--- config.mk ---
export PLATFORM = sky130hd
export DESIGN_NAME = sdh_error_pointer_injector
export DESIGN_NICKNAME = d
export VERILOG_FILES = /design/src/pkg/sdh_inj_pkg.sv /design/src/hw/sdh_error_pointer_injector.sv /design/src/hw/frame_interval_counter.sv
export VERILOG_INCLUDE_DIRS = /design/src /design/src/pkg
export SDC_FILE = /design/constraint.sdc
export NUM_CORES = 1
export LEC_CHECK = 0
export ABC_CLOCK_PERIOD_IN_PS = 14500
export BUFFER_PORTS_ARGS = -buffer_cell sky130_fd_sc_hd__buf_4
export CORE_MARGIN = 2
export CORE_UTILIZATION = 35
export CTS_CLUSTER_DIAMETER = 40
export CTS_CLUSTER_SIZE = 12
export DETAILED_ROUTE_END_ITERATION = 6
export GPL_TIMING_DRIVEN = 0
export PLACE_DENSITY = 0.51
export SLEW_MARGIN = 15
export SYNTH_ARGS = -nofsm -noshare
export SYNTH_HDL_FRONTEND = slang
export SYNTH_SLANG_ARGS = --single-unit
export TNS_END_PERCENT = 10
--- constraint.sdc ---
create_clock -name sys_clk -period 14.5 [get_ports sys_clk]
set_input_delay 0.725 -clock sys_clk [delete_from_list [all_inputs] [get_ports sys_clk]]
set_output_delay 0.725 -clock sys_clk [all_outputs]
set_load 0.02 [all_outputs]
--- src/pkg/sdh_inj_defines.svh ---
// constants for the sdh error and pointer stimulus block
`ifndef SDH_INJ_DEFINES_SVH
`define SDH_INJ_DEFINES_SVH

// frames per injected frame in rate mode, one decade each
`define RATE_E3         34'h0_0000_03E8
`define RATE_E4         34'h0_0000_2710
`define RATE_E5         34'h0_0001_86A0
`define RATE_E6         34'h0_000F_4240
`define RATE_E7         34'h0_0098_9680
`define RATE_E8         34'h0_05F5_E100
`define RATE_E9         34'h0_3B9A_CA00
`define RATE_E10        34'h2_540B_E400

// pointer value span: au-4 0..782, tu-12 0..139
`define PTR_SPAN_AU     11'h30F
`define PTR_SPAN_TU     11'h08C

// new data flag nibble patterns
`define DATA_FLAG_ON    4'h9
`define DATA_FLAG_OFF   4'h6

// every 8th justification of a regular stream is doubled or dropped
`define SEQ_SPECIAL_PH  3'h7

// line rate nco step at zero offset, one lsb per offset unit
`define NCO_NOMINAL     32'h4000_0000

`endif

--- src/pkg/sdh_inj_pkg.sv ---
// types for the sdh error and pointer stimulus block
package sdh_inj_pkg;

   typedef enum logic [2:0] {
      INS_OFF    = 3'b000,
      INS_MANUAL = 3'b001,
      INS_PERM   = 3'b010,
      INS_ALT    = 3'b011,
      INS_RATE   = 3'b100
   } insert_mode_t;

   typedef enum logic [2:0] {
      SEQ_NONE        = 3'b000,
      SEQ_SINGLE_ALT  = 3'b001,
      SEQ_REG_DOUBLE  = 3'b010,
      SEQ_REG_MISSING = 3'b011,
      SEQ_DOUBLE_ALT  = 3'b100
   } ptr_seq_t;

   typedef enum logic [1:0] {
      PORT_NORMAL     = 2'b00,
      PORT_THROUGH    = 2'b01,
      PORT_OH_REPLACE = 2'b10
   } port_mode_t;

   typedef enum logic [1:0] {
      CLK_INTERNAL  = 2'b00,
      CLK_EXTERNAL  = 2'b01,
      CLK_RECOVERED = 2'b10
   } clk_src_t;

   typedef enum logic [2:0] {
      OH_TOH      = 3'b000,
      OH_A1A2     = 3'b001,
      OH_K1K2     = 3'b010,
      OH_S1       = 3'b011,
      OH_DCC_1_3  = 3'b100,
      OH_DCC_4_12 = 3'b101,
      OH_J0       = 3'b110,
      OH_ONE_BYTE = 3'b111
   } oh_region_t;

   typedef enum logic [1:0] {
      ST_IDLE      = 2'b00,
      ST_BURST     = 2'b01,
      ST_ALT_ERR   = 2'b10,
      ST_ALT_CLEAN = 2'b11
   } inj_state_t;

endpackage

--- src/hw/sdh_error_pointer_injector.sv ---
// sdh transmit stimulus: error/alarm insertion, pointer actions, clock select
//
// Function
// - insertion off: no error goes into any frame; the alarm still follows inject_alarm
// - manual: each trigger injects the set count once, then clean again
// - permanent: every frame injected, trigger only reflects status
// - alternate: repeat set count of errored frames then set count of clean
// - rate: inject continuously at one decade ratio from 1E-3 to 1E-10
// - rate 1E-3 corrupts exactly one frame in every thousand
// - signed frequency offset raises or lowers the line bit rate
// - active pointer stimulus feeds the chosen sequence into au or tu pointer
// - sequence none: pointers unmodified, no justifications
// - single alternating: positive and negative justifications alternate
// - regular plus double: positive stream with an added double positive
// - regular plus missing: negative stream with one justification missing
// - double alternating: two positives then two negatives, repeating
// - movement shifts pointer by amount, jump loads the value directly
// - direction positive increases pointer, negative decreases it
// - pointer change sends enabled new data flag if included, else disabled
// - overhead replace mode overwrites one chosen overhead region
// - transmit clock selects internal, external or recovered clock
// - through or overhead replace mode forces the recovered clock
// - external or recovered source reports whether that clock is present
`timescale 1ns/100ps
`default_nettype none
`include "sdh_inj_defines.svh"

module sdh_error_pointer_injector import sdh_inj_pkg::*; (
   input  wire logic               sys_clk,
   input  wire logic               rst,
   input  wire logic               frame_start,
   input  wire insert_mode_t       insert_mode,
   input  wire logic               inject_alarm,
   input  wire logic               insert_trigger,
   input  wire logic [15:0]        burst_count,
   input  wire logic [15:0]        alt_err_frames,
   input  wire logic [15:0]        alt_clean_frames,
   input  wire logic [3:0]         rate_exp,
   input  wire logic signed [15:0] freq_offset,
   input  wire logic               ptr_on_tu,
   input  wire ptr_seq_t           ptr_seq,
   input  wire logic [15:0]        just_period,
   input  wire logic               ptr_jump,
   input  wire logic               ptr_dir_neg,
   input  wire logic               ptr_flag_incl,
   input  wire logic [9:0]         ptr_amount,
   input  wire logic               ptr_apply,
   input  wire port_mode_t         port_mode,
   input  wire oh_region_t         oh_region,
   input  wire logic [6:0]         oh_byte_pos,
   input  wire clk_src_t           clk_select,
   input  wire logic               ext_clk_seen,
   input  wire logic               rec_clk_seen,
   output logic                    frame_inject_ff,
   output logic                    inject_alarm_ff,
   output logic                    burst_busy_ff,
   output logic                    insert_active_ff,
   output logic [31:0]             nco_step_ff,
   output logic                    ptr_tu_ff,
   output logic [9:0]              ptr_value_ff,
   output logic [3:0]              new_data_flag_ff,
   output logic                    just_pos_ff,
   output logic                    just_neg_ff,
   output logic                    oh_replace_ff,
   output oh_region_t              oh_region_ff,
   output logic [6:0]              oh_byte_ff,
   output clk_src_t                clk_src_ff,
   output logic                    clk_present_ff
);

   ////////////////////////////////////////////////////////////////////////////
   // insertion state

   insert_mode_t mode_ff;
   inj_state_t   state_ff;
   inj_state_t   nxt_state;
   logic [15:0]  left_ff;
   logic [15:0]  nxt_left;
   logic         nxt_inject;
   logic         trig_pend_ff;
   logic         rate_hit;
   logic [33:0]  rate_limit;

   // a trigger outside manual mode is only status, never queued
   wire trig_ok      = insert_trigger && (insert_mode == INS_MANUAL);
   wire burst_start  = (state_ff != ST_BURST) && trig_pend_ff && (burst_count != 16'h0000);
   wire trig_consume = frame_start && (insert_mode == INS_MANUAL) && (state_ff != ST_BURST);
   wire nxt_trig     = trig_ok || (trig_pend_ff && !trig_consume);
   wire in_alt       = (state_ff == ST_ALT_ERR) || (state_ff == ST_ALT_CLEAN);
   wire cont_mode    = (insert_mode == INS_PERM) || (insert_mode == INS_ALT) ||
                       (insert_mode == INS_RATE);

   assign rate_limit = (rate_exp <= 4'h3) ? `RATE_E3 :
                       (rate_exp == 4'h4) ? `RATE_E4 :
                       (rate_exp == 4'h5) ? `RATE_E5 :
                       (rate_exp == 4'h6) ? `RATE_E6 :
                       (rate_exp == 4'h7) ? `RATE_E7 :
                       (rate_exp == 4'h8) ? `RATE_E8 :
                       (rate_exp == 4'h9) ? `RATE_E9 : `RATE_E10;

   // counter restarts whenever rate mode is left, so each entry starts clean
   frame_interval_counter #(.W(34)) rate_div (
      .sys_clk (sys_clk),
      .rst     (rst),
      .clr     (insert_mode != INS_RATE),
      .tick    (frame_start),
      .limit   (rate_limit),
      .hit     (rate_hit)
   );

   // evaluated only at frame_start; between frames all but the trigger and busy flags hold
   always_comb begin
      logic        ph;
      logic [15:0] cur;
      ph         = 1'b1;
      cur        = 16'h0000;
      nxt_state  = ST_IDLE;
      nxt_left   = 16'h0000;
      nxt_inject = 1'b0;
      case (insert_mode)
         INS_OFF: begin
            nxt_inject = 1'b0;
         end
         INS_PERM: begin
            nxt_inject = 1'b1;
         end
         INS_RATE: begin
            nxt_inject = rate_hit;
         end
         INS_MANUAL: begin
            cur = burst_start ? burst_count : left_ff;
            if (state_ff == ST_BURST || burst_start) begin
               nxt_inject = 1'b1;
               nxt_left   = cur - 16'h0001;
               nxt_state  = (cur <= 16'h0001) ? ST_IDLE : ST_BURST;
            end
         end
         INS_ALT: begin
            ph  = in_alt ? (state_ff == ST_ALT_ERR) : 1'b1;
            cur = in_alt ? left_ff : alt_err_frames;
            if (cur == 16'h0000) begin
               ph  = ~ph;
               cur = ph ? alt_err_frames : alt_clean_frames;
            end
            nxt_inject = ph && (cur != 16'h0000);
            if (cur <= 16'h0001) begin
               nxt_state = ph ? ST_ALT_CLEAN : ST_ALT_ERR;
               nxt_left  = ph ? alt_clean_frames : alt_err_frames;
            end else begin
               nxt_state = ph ? ST_ALT_ERR : ST_ALT_CLEAN;
               nxt_left  = cur - 16'h0001;
            end
         end
         default: begin
            nxt_inject = 1'b0;
         end
      endcase
   end

   always_ff @(posedge sys_clk) begin
      if (rst) begin
         mode_ff          <= INS_OFF;
         state_ff         <= ST_IDLE;
         left_ff          <= 16'h0000;
         trig_pend_ff     <= 1'b0;
         frame_inject_ff  <= 1'b0;
         inject_alarm_ff  <= 1'b0;
         insert_active_ff <= 1'b0;
         burst_busy_ff    <= 1'b0;
      end else begin
         trig_pend_ff  <= nxt_trig;
         burst_busy_ff <= nxt_trig || burst_start || (state_ff == ST_BURST);
         if (frame_start) begin
            mode_ff          <= insert_mode;
            state_ff         <= nxt_state;
            left_ff          <= nxt_left;
            frame_inject_ff  <= nxt_inject;
            inject_alarm_ff  <= inject_alarm;
            insert_active_ff <= cont_mode;
         end
      end
   end

   ////////////////////////////////////////////////////////////////////////////
   // line rate offset

   wire [31:0] offset_ext = {{16{freq_offset[15]}}, freq_offset};

   always_ff @(posedge sys_clk) begin
      if (rst) begin
         nco_step_ff <= `NCO_NOMINAL;
      end else begin
         nco_step_ff <= `NCO_NOMINAL + offset_ext;
      end
   end

   ////////////////////////////////////////////////////////////////////////////
   // pointer stimulus

   // amount must stay below the span; larger values wrap only once
   function automatic logic [9:0] ptr_move(input logic [9:0]  ptr,
                                           input logic [9:0]  amt,
                                           input logic        neg,
                                           input logic [10:0] span);
      logic [10:0] sum;
      sum = neg ? ((ptr >= amt) ? {1'b0, ptr} - {1'b0, amt}
                                : {1'b0, ptr} + span - {1'b0, amt})
                : {1'b0, ptr} + {1'b0, amt};
      if (!neg && sum >= span) begin
         sum = sum - span;
      end
      return sum[9:0];
   endfunction

   logic       apply_pend_ff;
   logic       dbl_pend_ff;
   logic [2:0] phase_ff;
   logic       just_hit;
   logic       seq_pos;
   logic       seq_neg;

   wire [10:0] ptr_span   = ptr_on_tu ? `PTR_SPAN_TU : `PTR_SPAN_AU;
   wire        apply_now  = frame_start && apply_pend_ff;
   wire        nxt_apply  = ptr_apply || (apply_pend_ff && !frame_start);
   wire        special_ph = (phase_ff == `SEQ_SPECIAL_PH);
   wire        seq_frame  = frame_start && !apply_now;

   frame_interval_counter #(.W(16)) just_div (
      .sys_clk (sys_clk),
      .rst     (rst),
      .clr     (ptr_seq == SEQ_NONE),
      .tick    (seq_frame),
      .limit   (just_period),
      .hit     (just_hit)
   );

   assign seq_pos = seq_frame && ((dbl_pend_ff && ptr_seq == SEQ_REG_DOUBLE) ||
                    (just_hit && ((ptr_seq == SEQ_SINGLE_ALT && !phase_ff[0]) ||
                                  (ptr_seq == SEQ_REG_DOUBLE) ||
                                  (ptr_seq == SEQ_DOUBLE_ALT && !phase_ff[1]))));
   assign seq_neg = seq_frame && !dbl_pend_ff &&
                    just_hit && ((ptr_seq == SEQ_SINGLE_ALT && phase_ff[0]) ||
                                 (ptr_seq == SEQ_REG_MISSING && !special_ph) ||
                                 (ptr_seq == SEQ_DOUBLE_ALT && phase_ff[1]));

   wire [9:0] ptr_mv   = ptr_move(ptr_value_ff, ptr_amount, ptr_dir_neg, ptr_span);
   wire [9:0] ptr_step = ptr_move(ptr_value_ff, 10'h001, seq_neg, ptr_span);
   wire [9:0] nxt_ptr  = apply_now ? (ptr_jump ? ptr_amount : ptr_mv) :
                         (seq_pos || seq_neg) ? ptr_step : ptr_value_ff;
   wire       nxt_dbl  = seq_frame && just_hit && !dbl_pend_ff &&
                         (ptr_seq == SEQ_REG_DOUBLE) && special_ph;

   always_ff @(posedge sys_clk) begin
      if (rst) begin
         apply_pend_ff    <= 1'b0;
         dbl_pend_ff      <= 1'b0;
         phase_ff         <= 3'h0;
         ptr_tu_ff        <= 1'b0;
         ptr_value_ff     <= 10'h000;
         new_data_flag_ff <= `DATA_FLAG_OFF;
         just_pos_ff      <= 1'b0;
         just_neg_ff      <= 1'b0;
      end else begin
         apply_pend_ff <= nxt_apply;
         if (ptr_seq == SEQ_NONE) begin
            phase_ff    <= 3'h0;
            dbl_pend_ff <= 1'b0;
         end else if (seq_frame) begin
            dbl_pend_ff <= nxt_dbl;
            if (just_hit && !dbl_pend_ff) begin
               phase_ff <= phase_ff + 3'h1;
            end
         end
         if (frame_start) begin
            ptr_tu_ff        <= ptr_on_tu;
            ptr_value_ff     <= nxt_ptr;
            new_data_flag_ff <= (apply_now && ptr_flag_incl) ? `DATA_FLAG_ON
                                                             : `DATA_FLAG_OFF;
            just_pos_ff      <= seq_pos;
            just_neg_ff      <= seq_neg;
         end
      end
   end

   ////////////////////////////////////////////////////////////////////////////
   // overhead replace and transmit clock

   wire        replace_on = (port_mode == PORT_OH_REPLACE);
   wire        force_rec  = (port_mode == PORT_THROUGH) || replace_on;
   wire clk_src_t nxt_src = force_rec ? CLK_RECOVERED : clk_select;
   wire        nxt_present = (nxt_src == CLK_EXTERNAL)  ? ext_clk_seen :
                             (nxt_src == CLK_RECOVERED) ? rec_clk_seen : 1'b1;

   always_ff @(posedge sys_clk) begin
      if (rst) begin
         oh_replace_ff  <= 1'b0;
         oh_region_ff   <= OH_TOH;
         oh_byte_ff     <= 7'h00;
         clk_src_ff     <= CLK_INTERNAL;
         clk_present_ff <= 1'b1;
      end else begin
         clk_src_ff     <= nxt_src;
         clk_present_ff <= nxt_present;
         if (frame_start) begin
            oh_replace_ff <= replace_on;
            oh_region_ff  <= oh_region;
            oh_byte_ff    <= oh_byte_pos;
         end
      end
   end

   logic [33:0] gap_ff;
   logic        gap_seen_ff;

   always_ff @(posedge sys_clk) begin
      if (rst || insert_mode != INS_RATE) begin
         gap_ff      <= '0;
         gap_seen_ff <= 1'b0;
      end else if (frame_start) begin
         gap_ff      <= rate_hit ? '0 : gap_ff + 34'h1;
         gap_seen_ff <= gap_seen_ff || rate_hit;
      end
   end
endmodule

`default_nettype wire

--- src/hw/frame_interval_counter.sv ---
// frame counter that pulses once every limit ticks
`timescale 1ns/100ps
`default_nettype none

module frame_interval_counter #(
   parameter int W = 16
) (
   input  wire logic         sys_clk,
   input  wire logic         rst,
   input  wire logic         clr,
   input  wire logic         tick,
   input  wire logic [W-1:0] limit,
   output logic              hit
);

   logic [W-1:0] cnt_ff;
   logic [W-1:0] nxt_cnt;
   wire          at_last = (limit <= W'(1)) || (cnt_ff >= limit - W'(1));

   assign hit     = tick && at_last;
   assign nxt_cnt = at_last ? '0 : cnt_ff + W'(1);

   always_ff @(posedge sys_clk) begin
      if (rst || clr) begin
         cnt_ff <= '0;
      end else if (tick) begin
         cnt_ff <= nxt_cnt;
      end
   end

endmodule

`default_nettype wire

Word-level counts from Yosys, hierarchy flattened
Index checks and enable logic that the tools add are counted.

Input port bits: 126. Register bits: 141.

Eq/ne operators: 24. Mux-type cells: 43. Reduce and logical (&&, ||, !) cells: 67. Bitwise logic cells: 1. Add/sub/neg operators: 17. Order comparisons: 11.

Operators with widths (number): $mux W34 (8); $mux W16 (9); $mux W10 (6); $le A16 B1 Y1 const B (3); $sub A16 B1 Y16 const B (3); $mux W11 (4); $add A34 B1 Y34 const B (1); $ge A34 B34 Y1 (1); $le A34 B1 Y1 const B (1); $sub A34 B1 Y34 const B (1); $add A31 B32 Y32 const A (1); $pmux W16 S2 (1); $reduce_bool A16 Y1 (2); $logic_and A1 B1 Y1 (31); $add A10 B10 Y11 (2); $ge A11 B10 Y1 (2); $sub A10 B10 Y10 (2); $logic_or A1 B1 Y1 (19); $add A16 B1 Y16 const B (1); $eq A4 B3 Y1 const B (4); $ge A16 B16 Y1 (1); $logic_not A16 Y1 (1); $eq A3 B2 Y1 const B (4); $add A10 B1 Y11 const B (1); other kinds (26) (54).

Longest topological paths before layout
Gate-level depths: netlist of the first run.

Depth after elaboration: 13. Depth in mapped cells: 25. Mapped depth without buffers: 23.

Modules after synthesis
Synthesis of the first run repeated with hierarchy kept, for this count alone.

Cells, all modules: 1649. Area, all modules: 12796.0 um^2.

By module, submodules not included: sdh_error_pointer_injector (instances 1, cells an instance 1119, area an instance 8376.8 um^2, sequential area each 1481.4 um^2); frame_interval_counter (rate_div) (instances 1, cells an instance 365, area an instance 3011.6 um^2, sequential area each 680.7 um^2); frame_interval_counter (just_div) (instances 1, cells an instance 165, area an instance 1407.6 um^2, sequential area each 320.3 um^2).

Least setup slack after synthesis of the first run
No wires, ideal clock.

Path type: input port to flip-flop. Start: input port just_period[2]. End: register ptr_value_ff[6]. Buffers on the path: 1. Slack: 8.616 ns. Stages on the path: 23. Arrival: 5.814 ns. Path through: or4_1 -> nor3_1 -> nand2_1 -> or4_1 -> xor2_1 -> ha_1 -> a21oi_1 -> a21boi_0 -> a311o_1 -> a21oi_1 -> a21oi_1 -> clkbuf_1 -> nor3_1 -> o21ai_0 -> o31a_1 -> ha_1 -> o21a_1 -> o31ai_1 -> a221oi_1 -> mux2_2 -> a31oi_1 -> a211oi_1 -> a21oi_1.

Word-level cells in the longest chain between the ends: 12. Elaborated cells on any way between the ends: 21. Those cells by class: add/sub: 2; order compare: 3; mux: 4; reduce/logical: 12.

RTL lines: start: declaration (line sdh_error_pointer_injector.sv:42) `input wire logic [15:0] just_period,`; $sub A16 B1 Y16 (line frame_interval_counter.sv:18) `wire at_last = (limit <= W'(1)) || (cnt_ff >= limit - W'(1));`; $ge A16 B16 Y1 (line frame_interval_counter.sv:18); $logic_or A1 B1 Y1 (*) (line frame_interval_counter.sv:18); $logic_and A1 B1 Y1 (*) (line frame_interval_counter.sv:20) `assign hit = tick && at_last;`; $logic_and A1 B1 Y1 (line sdh_error_pointer_injector.sv:241) `assign seq_neg = seq_frame && !dbl_pend_ff &&`; $logic_and A1 B1 Y1 (line sdh_error_pointer_injector.sv:242) `just_hit && ((ptr_seq == SEQ_SINGLE_ALT && phase_ff[0]) ||`; $mux W11 (line sdh_error_pointer_injector.sv:206) `sum = neg ? ((ptr >= amt) ? {1'b0, ptr} - {1'b0, amt}`; $ge A11 B10 Y1 (line sdh_error_pointer_injector.sv:209) `if (!neg && sum >= span) begin`; $logic_and A1 B1 Y1 (line sdh_error_pointer_injector.sv:209); $mux W10 (line sdh_error_pointer_injector.sv:209); $mux W10 (line sdh_error_pointer_injector.sv:249) `(seq_pos || seq_neg) ? ptr_step : ptr_value_ff;`; $mux W10 (line sdh_error_pointer_injector.sv:248) `wire [9:0] nxt_ptr = apply_now ? (ptr_jump ? ptr_amount : ptr_mv) :`; end signal: assignment (line sdh_error_pointer_injector.sv:276) `ptr_value_ff <= nxt_ptr;`; end: declaration (line sdh_error_pointer_injector.sv:60) `output logic [9:0] ptr_value_ff,`.

Mark *: on every way between the ends. The rest lies on a longest branch, timed or not. The select of a mux whose other input is x is not followed. A chain may end at the register's enable or synchronous reset.

Worst setup path after layout of the first run
Start: input port just_period[2]. End: register ptr_value_ff[2].

Same word-level chain as after synthesis.

==> flow_summary.yaml, run 1 <==
synthesis:
  synthesized_flop_and_latch_total: 124
  avg_synthesized_cell_area_sq_um: 7.61
  syn-cell-area_sq_um: 12000
  synth-warning-count: 0
  ys_seq_area_frac: 0.206
  synth-edff-count: 0
  asyncSetResetFlopFracSynth: 0
  post_synthesis_cell_count: 1581
  synth.lib_cells_used.distinct: 85
  ys.flop_type: "sky130_fd_sc_hd__dfxtp_1"
die:
  chipWidth_microns: 189
  core_area_sq_um: 33700
  floorplan.initialDensity: 0.357
  row_count: 67
  area_of_the_die_sq_um: 35900
  vertical_extent_of_the_die_microns: 189
  number_of_placed_i_o_pins: 193
pwr:
  pwr_density_cell_nw_per_um2: 78.6
  static-leakage-power_nw: 6.04
  power.share.sequential: 0.312
  finalPower_mw: 1.15
  cell_internal_pwr_mw: 0.772
  power.combinational.fraction: 0.304
  clock_power_share: 0.384
  irDropWorstVdd_mv: 0.0957
  switching_power_mw: 0.379
  power.switching_fraction: 0.329
critical_path:
  timing.rr.start: "ptr_value_ff[1]"
  regToRegSetupSlack_ns: 8.06
  setup.worst_path.class: "in -> reg"
  timing.critical_path.mode_cell: "sky130_fd_sc_hd__a21oi_1"
  critical_path.n_buffers_inverters: 2
  max_stage_delay_ns: 0.57
  r2r_end: "ptr_value_ff[9]"
  critical_path.slowest_cell: "sky130_fd_sc_hd__or4_1"
  path_cells: "buf_4, or4_1, nor3_1, nand2_1, or4_1, xor2_1, ha_1, a21oi_1, a21boi_0, a311o_1, a21oi_1, a21o_1, clkbuf_1, o31ai_1, ha_1, nand2b_1, a21oi_1, o21ai_0, o31ai_1, a21oi_1, nand2_1, xnor2_1, o221ai_1, o21ai_0"
  critPathRequiredTime_ns: 14.80
  timing.reg2reg.worst_path_depth: 24
  setup.worst_path.start_class: "input port"
  worst_path_dominant_cell_family: "compound AO/OA/AOI/OAI gates"
  critical_path.max_fanout: 10
  cp_data_arrival_time_ns: 7.26
  cp-end-kind: "flop"
route:
  routed_via_count: 12200
  postRouteWirelength_microns: 40700
  first_pass_iters: 5
  drc_errors: 0
  dr_iter_0_viols: 971
  drt-vias-per-instance: 5.44
  routed_wire_length_per_instance_microns: 18.1
  final_antenna_net_count: 0
sta:
  fmaxAchievable_mhz: 144
  worst-slew-pin-transition_ns: 1.06
  final-setup-viol-count: 0
  setup_total_negative_slack_ns: 0
  hold_viol_final: 0
  slew_headroom: 0.289
  maxSlewViolCount: 0
  fin_worst_hold_slack_ns: 0.465
  rsz0062_at_grt: "no"
  final.setup_skew_ns: 0.0146
  final_min_period_over_clock_period: 0.480
  min_period_ns: 6.95
global_routing:
  grt_antenna_before_repair: 0
  grt.met1_usage: 0.310
  grt_start_max_net_pins: 17
  grt_overflow_total: 0
  grt_most_used_layer: "met2"
  grt.met2_usage: 0.364
  grt_pass1_wl_microns: 64500
  grt_use_total: 0.225
  via_count_of_the_first_global_routing_pass: 11700
  grt.met3_usage: 0.0347
hold_path:
  hold_end: "just_pos_ff"
  min-delay-path-class: "reg -> reg"
  start_point_of_the_worst_hold_path: "just_pos_ff"
  worst_hold_path.num_cells: 2
clock_network:
  clock_tree.root_cell: "sky130_fd_sc_hd__clkbuf_16"
  cts-htree-levels: 4
  clock_tree.buffer_depth: 2
  tritoncts_clock_tree: "built"
  clkLatencyLatePin_ns: 0.42
  cts.sinks: 124
  cts_resized: 0
  cts_made_buffers: 17
  cts_setup_buffers: 0
  clk_transition_reported_paths_ns: 0.06
  cts.hold.buffers_added: 0
final_layout:
  post_route_cells_drive_above_1_share: 0.162
  area.growth.synth_to_final_pct: 21.6
  final.fill_count: 3494
  num-nets-final: 2029
  diodes: 0
  fin_cells: 2250
  fin_area_sq_um: 14600
  layout.cells.most_common_list: "sky130_fd_sc_hd__buf_4 (205), sky130_fd_sc_hd__nor2_1 (190), sky130_fd_sc_hd__dfxtp_1 (124), sky130_fd_sc_hd__nand2_1 (116), sky130_fd_sc_hd__a21oi_1 (110)"
  final_common_cell: "sky130_fd_sc_hd__buf_4"
placement:
  placement.io_buffers: 188
  gpl.final_weighted_congestion: 0.921
  dpl_cell_area_sq_um: 14000
  dp.final_hpwl_microns: 32400
  dp_cells: 2219
run_status:
  status: "complete, no violations"
flow_run:
  timing.max_cap.violations: 0
-- power by group through the flow --
| stage | Sequential [mW] | Combinational [mW] | Clock (mW) |
|---|---|---|---|
| after global placement | 0.367 | 0.344 | 0 |
| after CTS | 0.359 | 0.348 | 0.452 |
| after floorplan | 0.372 | 0.221 | 0 |
| final | 0.359 | 0.350 | 0.442 |
| after detailed placement | 0.367 | 0.346 | 0 |
| after global routing | 0.361 | 0.386 | 0.468 |
-- area by class of cell --
type | count | area, sq um | share of cell area
repair buffers | 189 | 1420 | 0.0972
clock inverters | 13 | 166 | 0.0114
clock buffers | 18 | 439 | 0.0300
well taps | 448 | 561 | 0.0383
multi-input cells | 1314 | 8940 | 0.611
flip-flops and latches | 124 | 2480 | 0.170
plain buffers | 86 | 412 | 0.0281
inverters | 58 | 218 | 0.0149
-- kinds of logic after synthesis --
kind of cell             share of synthesized area
multiplexers                                0.0675
adder cells (fa/ha/maj)                      0.121
XOR/XNOR                                    0.0895
other                                     0.000624
flip-flops                                   0.206
AND/OR/NAND/NOR                              0.246
AO/OA/AOI/OAI                                0.217
buffers and inverters                       0.0523
-- synth_stat cells (14+ instances only) --
master,instances,area share
sky130_fd_sc_hd__o21a_1,18,0.011
sky130_fd_sc_hd__nor2b_1,36,0.019
sky130_fd_sc_hd__o21ai_0,82,0.034
sky130_fd_sc_hd__xor2_1,54,0.039
sky130_fd_sc_hd__o22ai_1,18,0.0094
sky130_fd_sc_hd__inv_1,57,0.018
sky130_fd_sc_hd__nor2_1,190,0.059
sky130_fd_sc_hd__a21o_1,25,0.016
sky130_fd_sc_hd__o221ai_1,14,0.010
sky130_fd_sc_hd__nand4_1,18,0.0094
sky130_fd_sc_hd__clkbuf_1,51,0.016
sky130_fd_sc_hd__nand2b_1,22,0.011
sky130_fd_sc_hd__ha_1,107,0.11
sky130_fd_sc_hd__nor4_1,22,0.011
sky130_fd_sc_hd__nor3_1,43,0.018
sky130_fd_sc_hd__or3_1,15,0.0078
sky130_fd_sc_hd__xnor2_1,69,0.050
sky130_fd_sc_hd__a31oi_1,15,0.0078
sky130_fd_sc_hd__buf_4,17,0.011
sky130_fd_sc_hd__dfxtp_1,124,0.21
sky130_fd_sc_hd__and3_1,22,0.011
sky130_fd_sc_hd__mux2i_1,65,0.054
sky130_fd_sc_hd__nand3_1,43,0.018
sky130_fd_sc_hd__nand2_1,116,0.036
sky130_fd_sc_hd__a21oi_1,110,0.046
-- state kept, by name, indices dropped and copies added, names as in the netlist, 2 cells and up --
name	cells
nco_step_ff	17
ptr_value_ff	10
oh_region_ff	3
rate_div.cnt_ff	34
clk_src_ff	2
new_data_flag_ff	2
oh_byte_ff	7
phase_ff	3
state_ff	2
left_ff	16
just_div.cnt_ff	16
-- through the flow --
stage,util,worst slack [ns]
2_1_floorplan,-,8.62
3_3_place_gp,0.416,6.99
3_5_place_dp,0.416,7.04
4_1_cts,0.434,7.48
5_1_grt,0.434,6.99
6_report,0.434,7.55
-- worst min-delay path: cells and delay by family (launching register included) --
family,cells,cell delay [ns]
AO/OA/AOI/OAI,1,0.05
flip-flops,1,0.31
AND/OR/NAND/NOR,1,0.06
-- per-layer routing --
| metal | routed length (microns) | vias to the layer above |
|---|---|---|
| met3 | 2050 | 45 |
| met5 | 0 | - |
| met4 | 816 | 0 |
| li1 | - | 6139 |
| met2 | 18400 | 350 |
| met1 | 19400 | 5713 |
-- worst max-delay path by stage --
stage	cells past startpoint	end	start	slack [ns]
6_report	24	ptr_value_ff[2]	just_period[2]	7.55
5_1_grt	24	ptr_value_ff[2]	just_period[2]	6.99
4_1_cts	24	ptr_value_ff[2]	just_period[2]	7.48
3_5_place_dp	24	ptr_value_ff[2]	just_period[2]	7.04
3_3_place_gp	24	ptr_value_ff[2]	just_period[2]	6.99
2_1_floorplan	23	ptr_value_ff[6]	just_period[2]	8.62
Note: power is estimated with default switching activity, not from simulation.
==> inputs of run 2 (changes only) <==
--- a/config.mk
+++ b/config.mk
@@ -6,7 +6,7 @@
 export SDC_FILE = /design/constraint.sdc
 export NUM_CORES = 1
 export LEC_CHECK = 0
-export ABC_CLOCK_PERIOD_IN_PS = 14500
+export ABC_CLOCK_PERIOD_IN_PS = 6800
 export BUFFER_PORTS_ARGS = -buffer_cell sky130_fd_sc_hd__buf_4
 export CORE_MARGIN = 2
 export CORE_UTILIZATION = 35
==> constraint.sdc (replaced) <==
create_clock -name sys_clk -period 6.8 [get_ports sys_clk]
set_input_delay 0.34 -clock sys_clk [delete_from_list [all_inputs] [get_ports sys_clk]]
set_output_delay 0.34 -clock sys_clk [all_outputs]
set_load 0.02 [all_outputs]
==> flow_summary.yaml, run 2 (synthesis results as in run 1) <==
sta:
  rsz0062_at_grt: "no"
  final-setup-viol-count: 0
  worst-slew-pin-transition_ns: 1.10
  fmaxAchievable_mhz: 159
  final.setup_skew_ns: 0.0149
  min_period_ns: 6.28
  slew_headroom: 0.262
  maxSlewViolCount: 0
  hold_viol_final: 0
  final_min_period_over_clock_period: 0.923
clock_network:
  cts_made_buffers: 17
  cts.sinks: 124
  clk_transition_reported_paths_ns: 0.06
  cts.hold.buffers_added: 0
  clock_tree.root_cell: "sky130_fd_sc_hd__clkbuf_16"
  cts_resized: 0
  cts-htree-levels: 4
  clock_tree.buffer_depth: 2
  tritoncts_clock_tree: "built"
  clkLatencyLatePin_ns: 0.42
  cts_setup_buffers: 0
global_routing:
  grt.met2_usage: 0.364
  grt_most_used_layer: "met2"
  via_count_of_the_first_global_routing_pass: 11700
  grt_antenna_before_repair: 0
  grt_pass1_wl_microns: 64500
  grt.met1_usage: 0.310
  grt_overflow_total: 0
  grt_start_max_net_pins: 17
  grt_use_total: 0.225
  grt.met3_usage: 0.0347
critical_path:
  cp_data_arrival_time_ns: 6.57
  regToRegSetupSlack_ns: 0.52
  cp-end-kind: "flop"
  setup.worst_path.start_class: "flop"
  critical_path.max_fanout: 10
  path_cells: "clkbuf_2, inv_1, fa_1, or3b_2, clkbuf_1, xor2_1, ha_1, o21a_1, o31a_1, o31a_1, o21ai_0, nand2b_1, xnor2_1, nand3_1, o211a_1, ha_1, a21o_1, a2111oi_0, o31ai_1, o21ai_1, buf_2, nor2_1, a2111oi_0, o31ai_1"
  critical_path.slowest_cell: "sky130_fd_sc_hd__dfxtp_1"
  max_stage_delay_ns: 0.54
  setup.worst_path.class: "reg -> reg"
  worst_path_dominant_cell_family: "compound AO/OA/AOI/OAI gates"
  critical_path.n_buffers_inverters: 4
  critPathRequiredTime_ns: 7.09
route:
  drt-vias-per-instance: 5.44
  final_antenna_net_count: 0
  routed_via_count: 12200
  first_pass_iters: 5
  dr_iter_0_viols: 968
  postRouteWirelength_microns: 40700
  routed_wire_length_per_instance_microns: 18.1
  drc_errors: 0
pwr:
  pwr_density_cell_nw_per_um2: 167
  irDropWorstVdd_mv: 0.204
  static-leakage-power_nw: 6.05
final_layout:
  layout.cells.most_common_list: "sky130_fd_sc_hd__buf_4 (205), sky130_fd_sc_hd__nor2_1 (190), sky130_fd_sc_hd__dfxtp_1 (124), sky130_fd_sc_hd__nand2_1 (116), sky130_fd_sc_hd__a21oi_1 (109)"
  diodes: 0
  final_common_cell: "sky130_fd_sc_hd__buf_4"
  fin_area_sq_um: 14600
  post_route_cells_drive_above_1_share: 0.164
  largest_register_ffs: 34
  registers.top_by_ff_count: "rate_div.cnt_ff"
  fin_cells: 2250
  final_core_util: 0.435
  num-nets-final: 2029
  area.growth.synth_to_final_pct: 21.7
  largest_registers: "rate_div.cnt_ff: 34 flops, nco_step_ff: 17 flops"
die:
  number_of_placed_i_o_pins: 193
  area_of_the_die_sq_um: 35900
  chipWidth_microns: 189
  row_count: 67
  core_area_sq_um: 33700
  floorplan.initialDensity: 0.357
  vertical_extent_of_the_die_microns: 189
flow_run:
  timing.max_cap.violations: 0
placement:
  dp.final_hpwl_microns: 32400
  placement.io_buffers: 188
  gpl.final_weighted_congestion: 0.921
  dpl_cell_area_sq_um: 14000
  dp_cells: 2219
hold_path:
  min-delay-path-class: "in -> reg"
run_status:
  status: "complete, no violations"
-- run 2: cell counts in the layout (fill, tap and decap cells not counted) --
No cell type changed its count.
-- run 2: final timing paths --
path | from | end | cells past startpoint
worst max-delay path | ptr_value_ff[1] | ptr_value_ff[9] | 24
worst min-delay path | freq_offset[2] | nco_step_ff[2] | 2
worst max register to register | ptr_value_ff[1] | ptr_value_ff[9] | 24
worst min register to register | just_pos_ff | just_pos_ff | 2
-- run 2: routing by layer --
metal,routed length (microns),part of all wire
met5,0,0
met4,820,0.020
met3,2030,0.050
met2,18300,0.45
met1,19500,0.48
-- run 2: cell type report --
type	count	area [sq um]
plain buffers	86	414
clock buffers	18	439
clock inverters	13	166
fillers	3495	19100
inverters	58	218
multi-input cells	1314	8950
flip-flops and latches	124	2480
well taps	448	561
repair buffers	189	1420
-- run 2: per-stage QoR --
step	power, mW	setup slack [ns]	hold WS, ns	TNS [ns]
global route	2.59	0.00848	0.108	0
CTS	2.47	0.167	0.0996	0
floorplan	1.26	1.30	0.457	0
finish	2.45	0.520	0.119	0
global placement	1.52	-0.328	0.456	-1.10
detailed placement	1.52	-0.273	0.457	-1.05
-- run 2: report_power, final --
part           leakage (nW)  total, mW  switching, mW  internal, mW
sequential             1.01      0.766         0.0206         0.746
clock                 0.289      0.941          0.355         0.586
combinational          4.75      0.746          0.431         0.315
-- run 2: worst reg2reg max path, cell delays in order (launching register included) --
cell	delay (ns)
sky130_fd_sc_hd__dfxtp_1	0.54
sky130_fd_sc_hd__clkbuf_2	0.29
sky130_fd_sc_hd__inv_1	0.16
sky130_fd_sc_hd__fa_1	0.52
sky130_fd_sc_hd__or3b_2	0.23
sky130_fd_sc_hd__clkbuf_1	0.29
sky130_fd_sc_hd__xor2_1	0.23
sky130_fd_sc_hd__ha_1	0.30
sky130_fd_sc_hd__o21a_1	0.12
sky130_fd_sc_hd__o31a_1	0.13
sky130_fd_sc_hd__o31a_1	0.25
sky130_fd_sc_hd__o21ai_0	0.16
sky130_fd_sc_hd__nand2b_1	0.09
sky130_fd_sc_hd__xnor2_1	0.14
sky130_fd_sc_hd__nand3_1	0.11
sky130_fd_sc_hd__o211a_1	0.19
sky130_fd_sc_hd__ha_1	0.34
sky130_fd_sc_hd__a21o_1	0.19
sky130_fd_sc_hd__a2111oi_0	0.45
sky130_fd_sc_hd__o31ai_1	0.17
sky130_fd_sc_hd__o21ai_1	0.25
sky130_fd_sc_hd__buf_2	0.28
sky130_fd_sc_hd__nor2_1	0.07
sky130_fd_sc_hd__a2111oi_0	0.49
sky130_fd_sc_hd__o31ai_1	0.14
==> inputs of run 3 (changes only) <==
--- a/config.mk
+++ b/config.mk
@@ -6,7 +6,7 @@
 export SDC_FILE = /design/constraint.sdc
 export NUM_CORES = 1
 export LEC_CHECK = 0
-export ABC_CLOCK_PERIOD_IN_PS = 6800
+export ABC_CLOCK_PERIOD_IN_PS = 6400
 export BUFFER_PORTS_ARGS = -buffer_cell sky130_fd_sc_hd__buf_4
 export CORE_MARGIN = 2
 export CORE_UTILIZATION = 35
@@ -14,7 +14,6 @@
 export CTS_CLUSTER_SIZE = 12
 export DETAILED_ROUTE_END_ITERATION = 6
 export GPL_TIMING_DRIVEN = 0
-export PLACE_DENSITY = 0.51
 export SLEW_MARGIN = 15
 export SYNTH_ARGS = -nofsm -noshare
 export SYNTH_HDL_FRONTEND = slang
==> constraint.sdc (replaced) <==
create_clock -name sys_clk -period 6.4 [get_ports sys_clk]
set_input_delay 0.32 -clock sys_clk [delete_from_list [all_inputs] [get_ports sys_clk]]
set_output_delay 0.32 -clock sys_clk [all_outputs]
set_load 0.02 [all_outputs]
==> flow_summary.yaml, run 3 (synthesis results as in run 1) <==
clock_network:
  cts.sinks: 124
  clk_transition_reported_paths_ns: 0.06
  cts-htree-levels: 4
  clkLatencyLatePin_ns: 0.45
  clock_tree.buffer_depth: 2
  tritoncts_clock_tree: "built"
  cts_made_buffers: 17
  clock_tree.root_cell: "sky130_fd_sc_hd__clkbuf_16"
  cts.hold.buffers_added: 0
sta:
  hold_viol_final: 0
  final.setup_skew_ns: 0.0182
  fmaxAchievable_mhz: 168
  fin_worst_hold_slack_ns: 0.0934
  maxSlewViolCount: 0
  final-setup-viol-count: 0
  final_min_period_over_clock_period: 0.930
  worst-slew-pin-transition_ns: 0.990
  slew_headroom: 0.340
  min_period_ns: 5.95
critical_path:
  r2r_end: "ptr_value_ff[7]"
  max_stage_delay_ns: 0.56
  setup.worst_path.start_class: "input port"
  cp-end-kind: "flop"
  regToRegSetupSlack_ns: 0.50
  cp_data_arrival_time_ns: 6.23
  critPathRequiredTime_ns: 6.68
  timing.reg2reg.worst_path_depth: 23
  setup.worst_path.class: "in -> reg"
  path_cells: "buf_4, or4_1, nor3_1, nand2_1, or4_1, xor2_1, ha_1, and4_1, nand4_1, o21bai_1, a21o_1, clkbuf_2, o31ai_1, ha_1, nand2b_1, a21oi_1, o21ai_0, o31ai_1, a221oi_2, mux2_2, a31oi_1, a211oi_1, a21oi_1"
  timing.rr.start: "ptr_value_ff[1]"
  critical_path.max_fanout: 10
  critical_path.slowest_cell: "sky130_fd_sc_hd__or4_1"
final_layout:
  area.growth.synth_to_final_pct: 22.1
  layout.cells.most_common_list: "sky130_fd_sc_hd__buf_4 (210), sky130_fd_sc_hd__nor2_1 (190), sky130_fd_sc_hd__dfxtp_1 (122), sky130_fd_sc_hd__nand2_1 (116), sky130_fd_sc_hd__a21oi_1 (108)"
  largest_register_ffs: 34
  multi_input_area_sq_um: 8960
  layout.area.seq_sq_um: 2480
  post_route_cells_drive_above_1_share: 0.170
  diodes: 0
  final.fill_count: 3438
  registers.top_by_ff_count: "rate_div.cnt_ff"
  final_common_cell: "sky130_fd_sc_hd__buf_4"
  num-nets-final: 2032
  largest_registers: "rate_div.cnt_ff: 34 flops, nco_step_ff: 17 flops"
route:
  dr_iter_0_viols: 915
  drc_errors: 0
  postRouteWirelength_microns: 40300
  drt-vias-per-instance: 5.51
  final_antenna_net_count: 0
  routed_wire_length_per_instance_microns: 17.9
  routed_via_count: 12400
  first_pass_iters: 5
die:
  floorplan.initialDensity: 0.357
  area_of_the_die_sq_um: 35900
  core_area_sq_um: 33700
  vertical_extent_of_the_die_microns: 189
  number_of_placed_i_o_pins: 193
  chipWidth_microns: 189
  row_count: 67
global_routing:
  grt_most_used_layer: "met2"
  grt_start_max_net_pins: 17
  grt.met2_usage: 0.367
  via_count_of_the_first_global_routing_pass: 11900
  grt_antenna_before_repair: 1
  grt_pass1_wl_microns: 63500
  grt_use_total: 0.220
  grt_overflow_total: 0
  grt.met1_usage: 0.290
  grt.met3_usage: 0.0395
hold_path:
  min-delay-path-class: "in -> reg"
  worst_hold_path.num_cells: 2
  hold_end: "nco_step_ff[7]"
  start_point_of_the_worst_hold_path: "freq_offset[7]"
placement:
  dp.final_hpwl_microns: 31800
  placement.io_buffers: 188
  gpl.final_weighted_congestion: 0.971
run_status:
  status: "complete, no violations"
flow_run:
  timing.max_cap.violations: 0
pwr:
  finalPower_mw: 2.62
  pwr_density_cell_nw_per_um2: 178
  static-leakage-power_nw: 6.08
  irDropWorstVdd_mv: 0.186
==> run 3: critical path, delay by kind of cell <==
family / cells / cell delay [ns]
AO/OA/AOI/OAI: 10 / 2.37
XOR/XNOR: 1 / 0.16
adder cells (fa/ha/maj): 2 / 0.62
buffers and inverters: 2 / 0.35
multiplexers: 1 / 0.26
AND/OR/NAND/NOR: 7 / 2.13
==> run 3: repair_timing <==
item,4_1_cts,5_1_grt
buffers inserted,0,5
endpoints found under the hold margin,0,0
gates resized for setup,1,14
pin swaps,0,1
cloned,0,0
endpoints found under the setup margin,2,10
==> run 3: metrics by stage <==
step / setup WS (ns) / utilization / setup TNS (ns) / instance area (sq um) / cells
finish: 0.451 / 0.436 / 0 / 14700 / 2254
detailed placement: -0.258 / 0.416 / -0.831 / 14000 / 2218
floorplan: 0.921 / - / 0 / 12000 / 1582
CTS: 0.0865 / 0.434 / 0 / 14600 / 2250
global placement: -0.243 / 0.416 / -0.746 / 14000 / 2218
global route: -0.0430 / 0.436 / -0.0430 / 14700 / 2254
==> run 3: per-layer routing <==
| layer | wire length [microns] | vias up |
|---|---|---|
| li1 | - | 6139 |
| met1 | 18500 | 5773 |
| met2 | 18500 | 450 |
| met3 | 2500 | 56 |
| met4 | 824 | 2 |
| met5 | 13 | - |
==> run 3: final cells by class <==
type | count | share of cell area
Clock buffer | 23 | 0.0339
Clock inverter | 9 | 0.00741
Tap cell | 448 | 0.0381
Multi-Input combinational cell | 1314 | 0.610
Inverter | 58 | 0.0151
Buffer | 85 | 0.0282
Sequential cell | 124 | 0.169
Timing Repair Buffer | 193 | 0.0986
==> run 3: how the worst max path moves through the flow <==
stage,start,slack (ns),depth (start not counted),end
final,just_period[2],0.45,23,ptr_value_ff[6]
after CTS,ptr_value_ff[1],0.09,24,ptr_value_ff[9]
after global routing,just_period[2],-0.04,23,ptr_value_ff[6]
after global placement,just_period[2],-0.24,24,ptr_value_ff[6]
after detailed placement,just_period[2],-0.26,24,ptr_value_ff[6]
after floorplan,just_period[2],0.92,23,ptr_value_ff[6]
==> run 3: power breakdown <==
group / switching, mW / internal [mW] / total (mW)
Sequential: 0.0228 / 0.793 / 0.816
Clock: 0.383 / 0.625 / 1.01
Combinational: 0.460 / 0.338 / 0.798
Total: 0.865 / 1.76 / 2.62
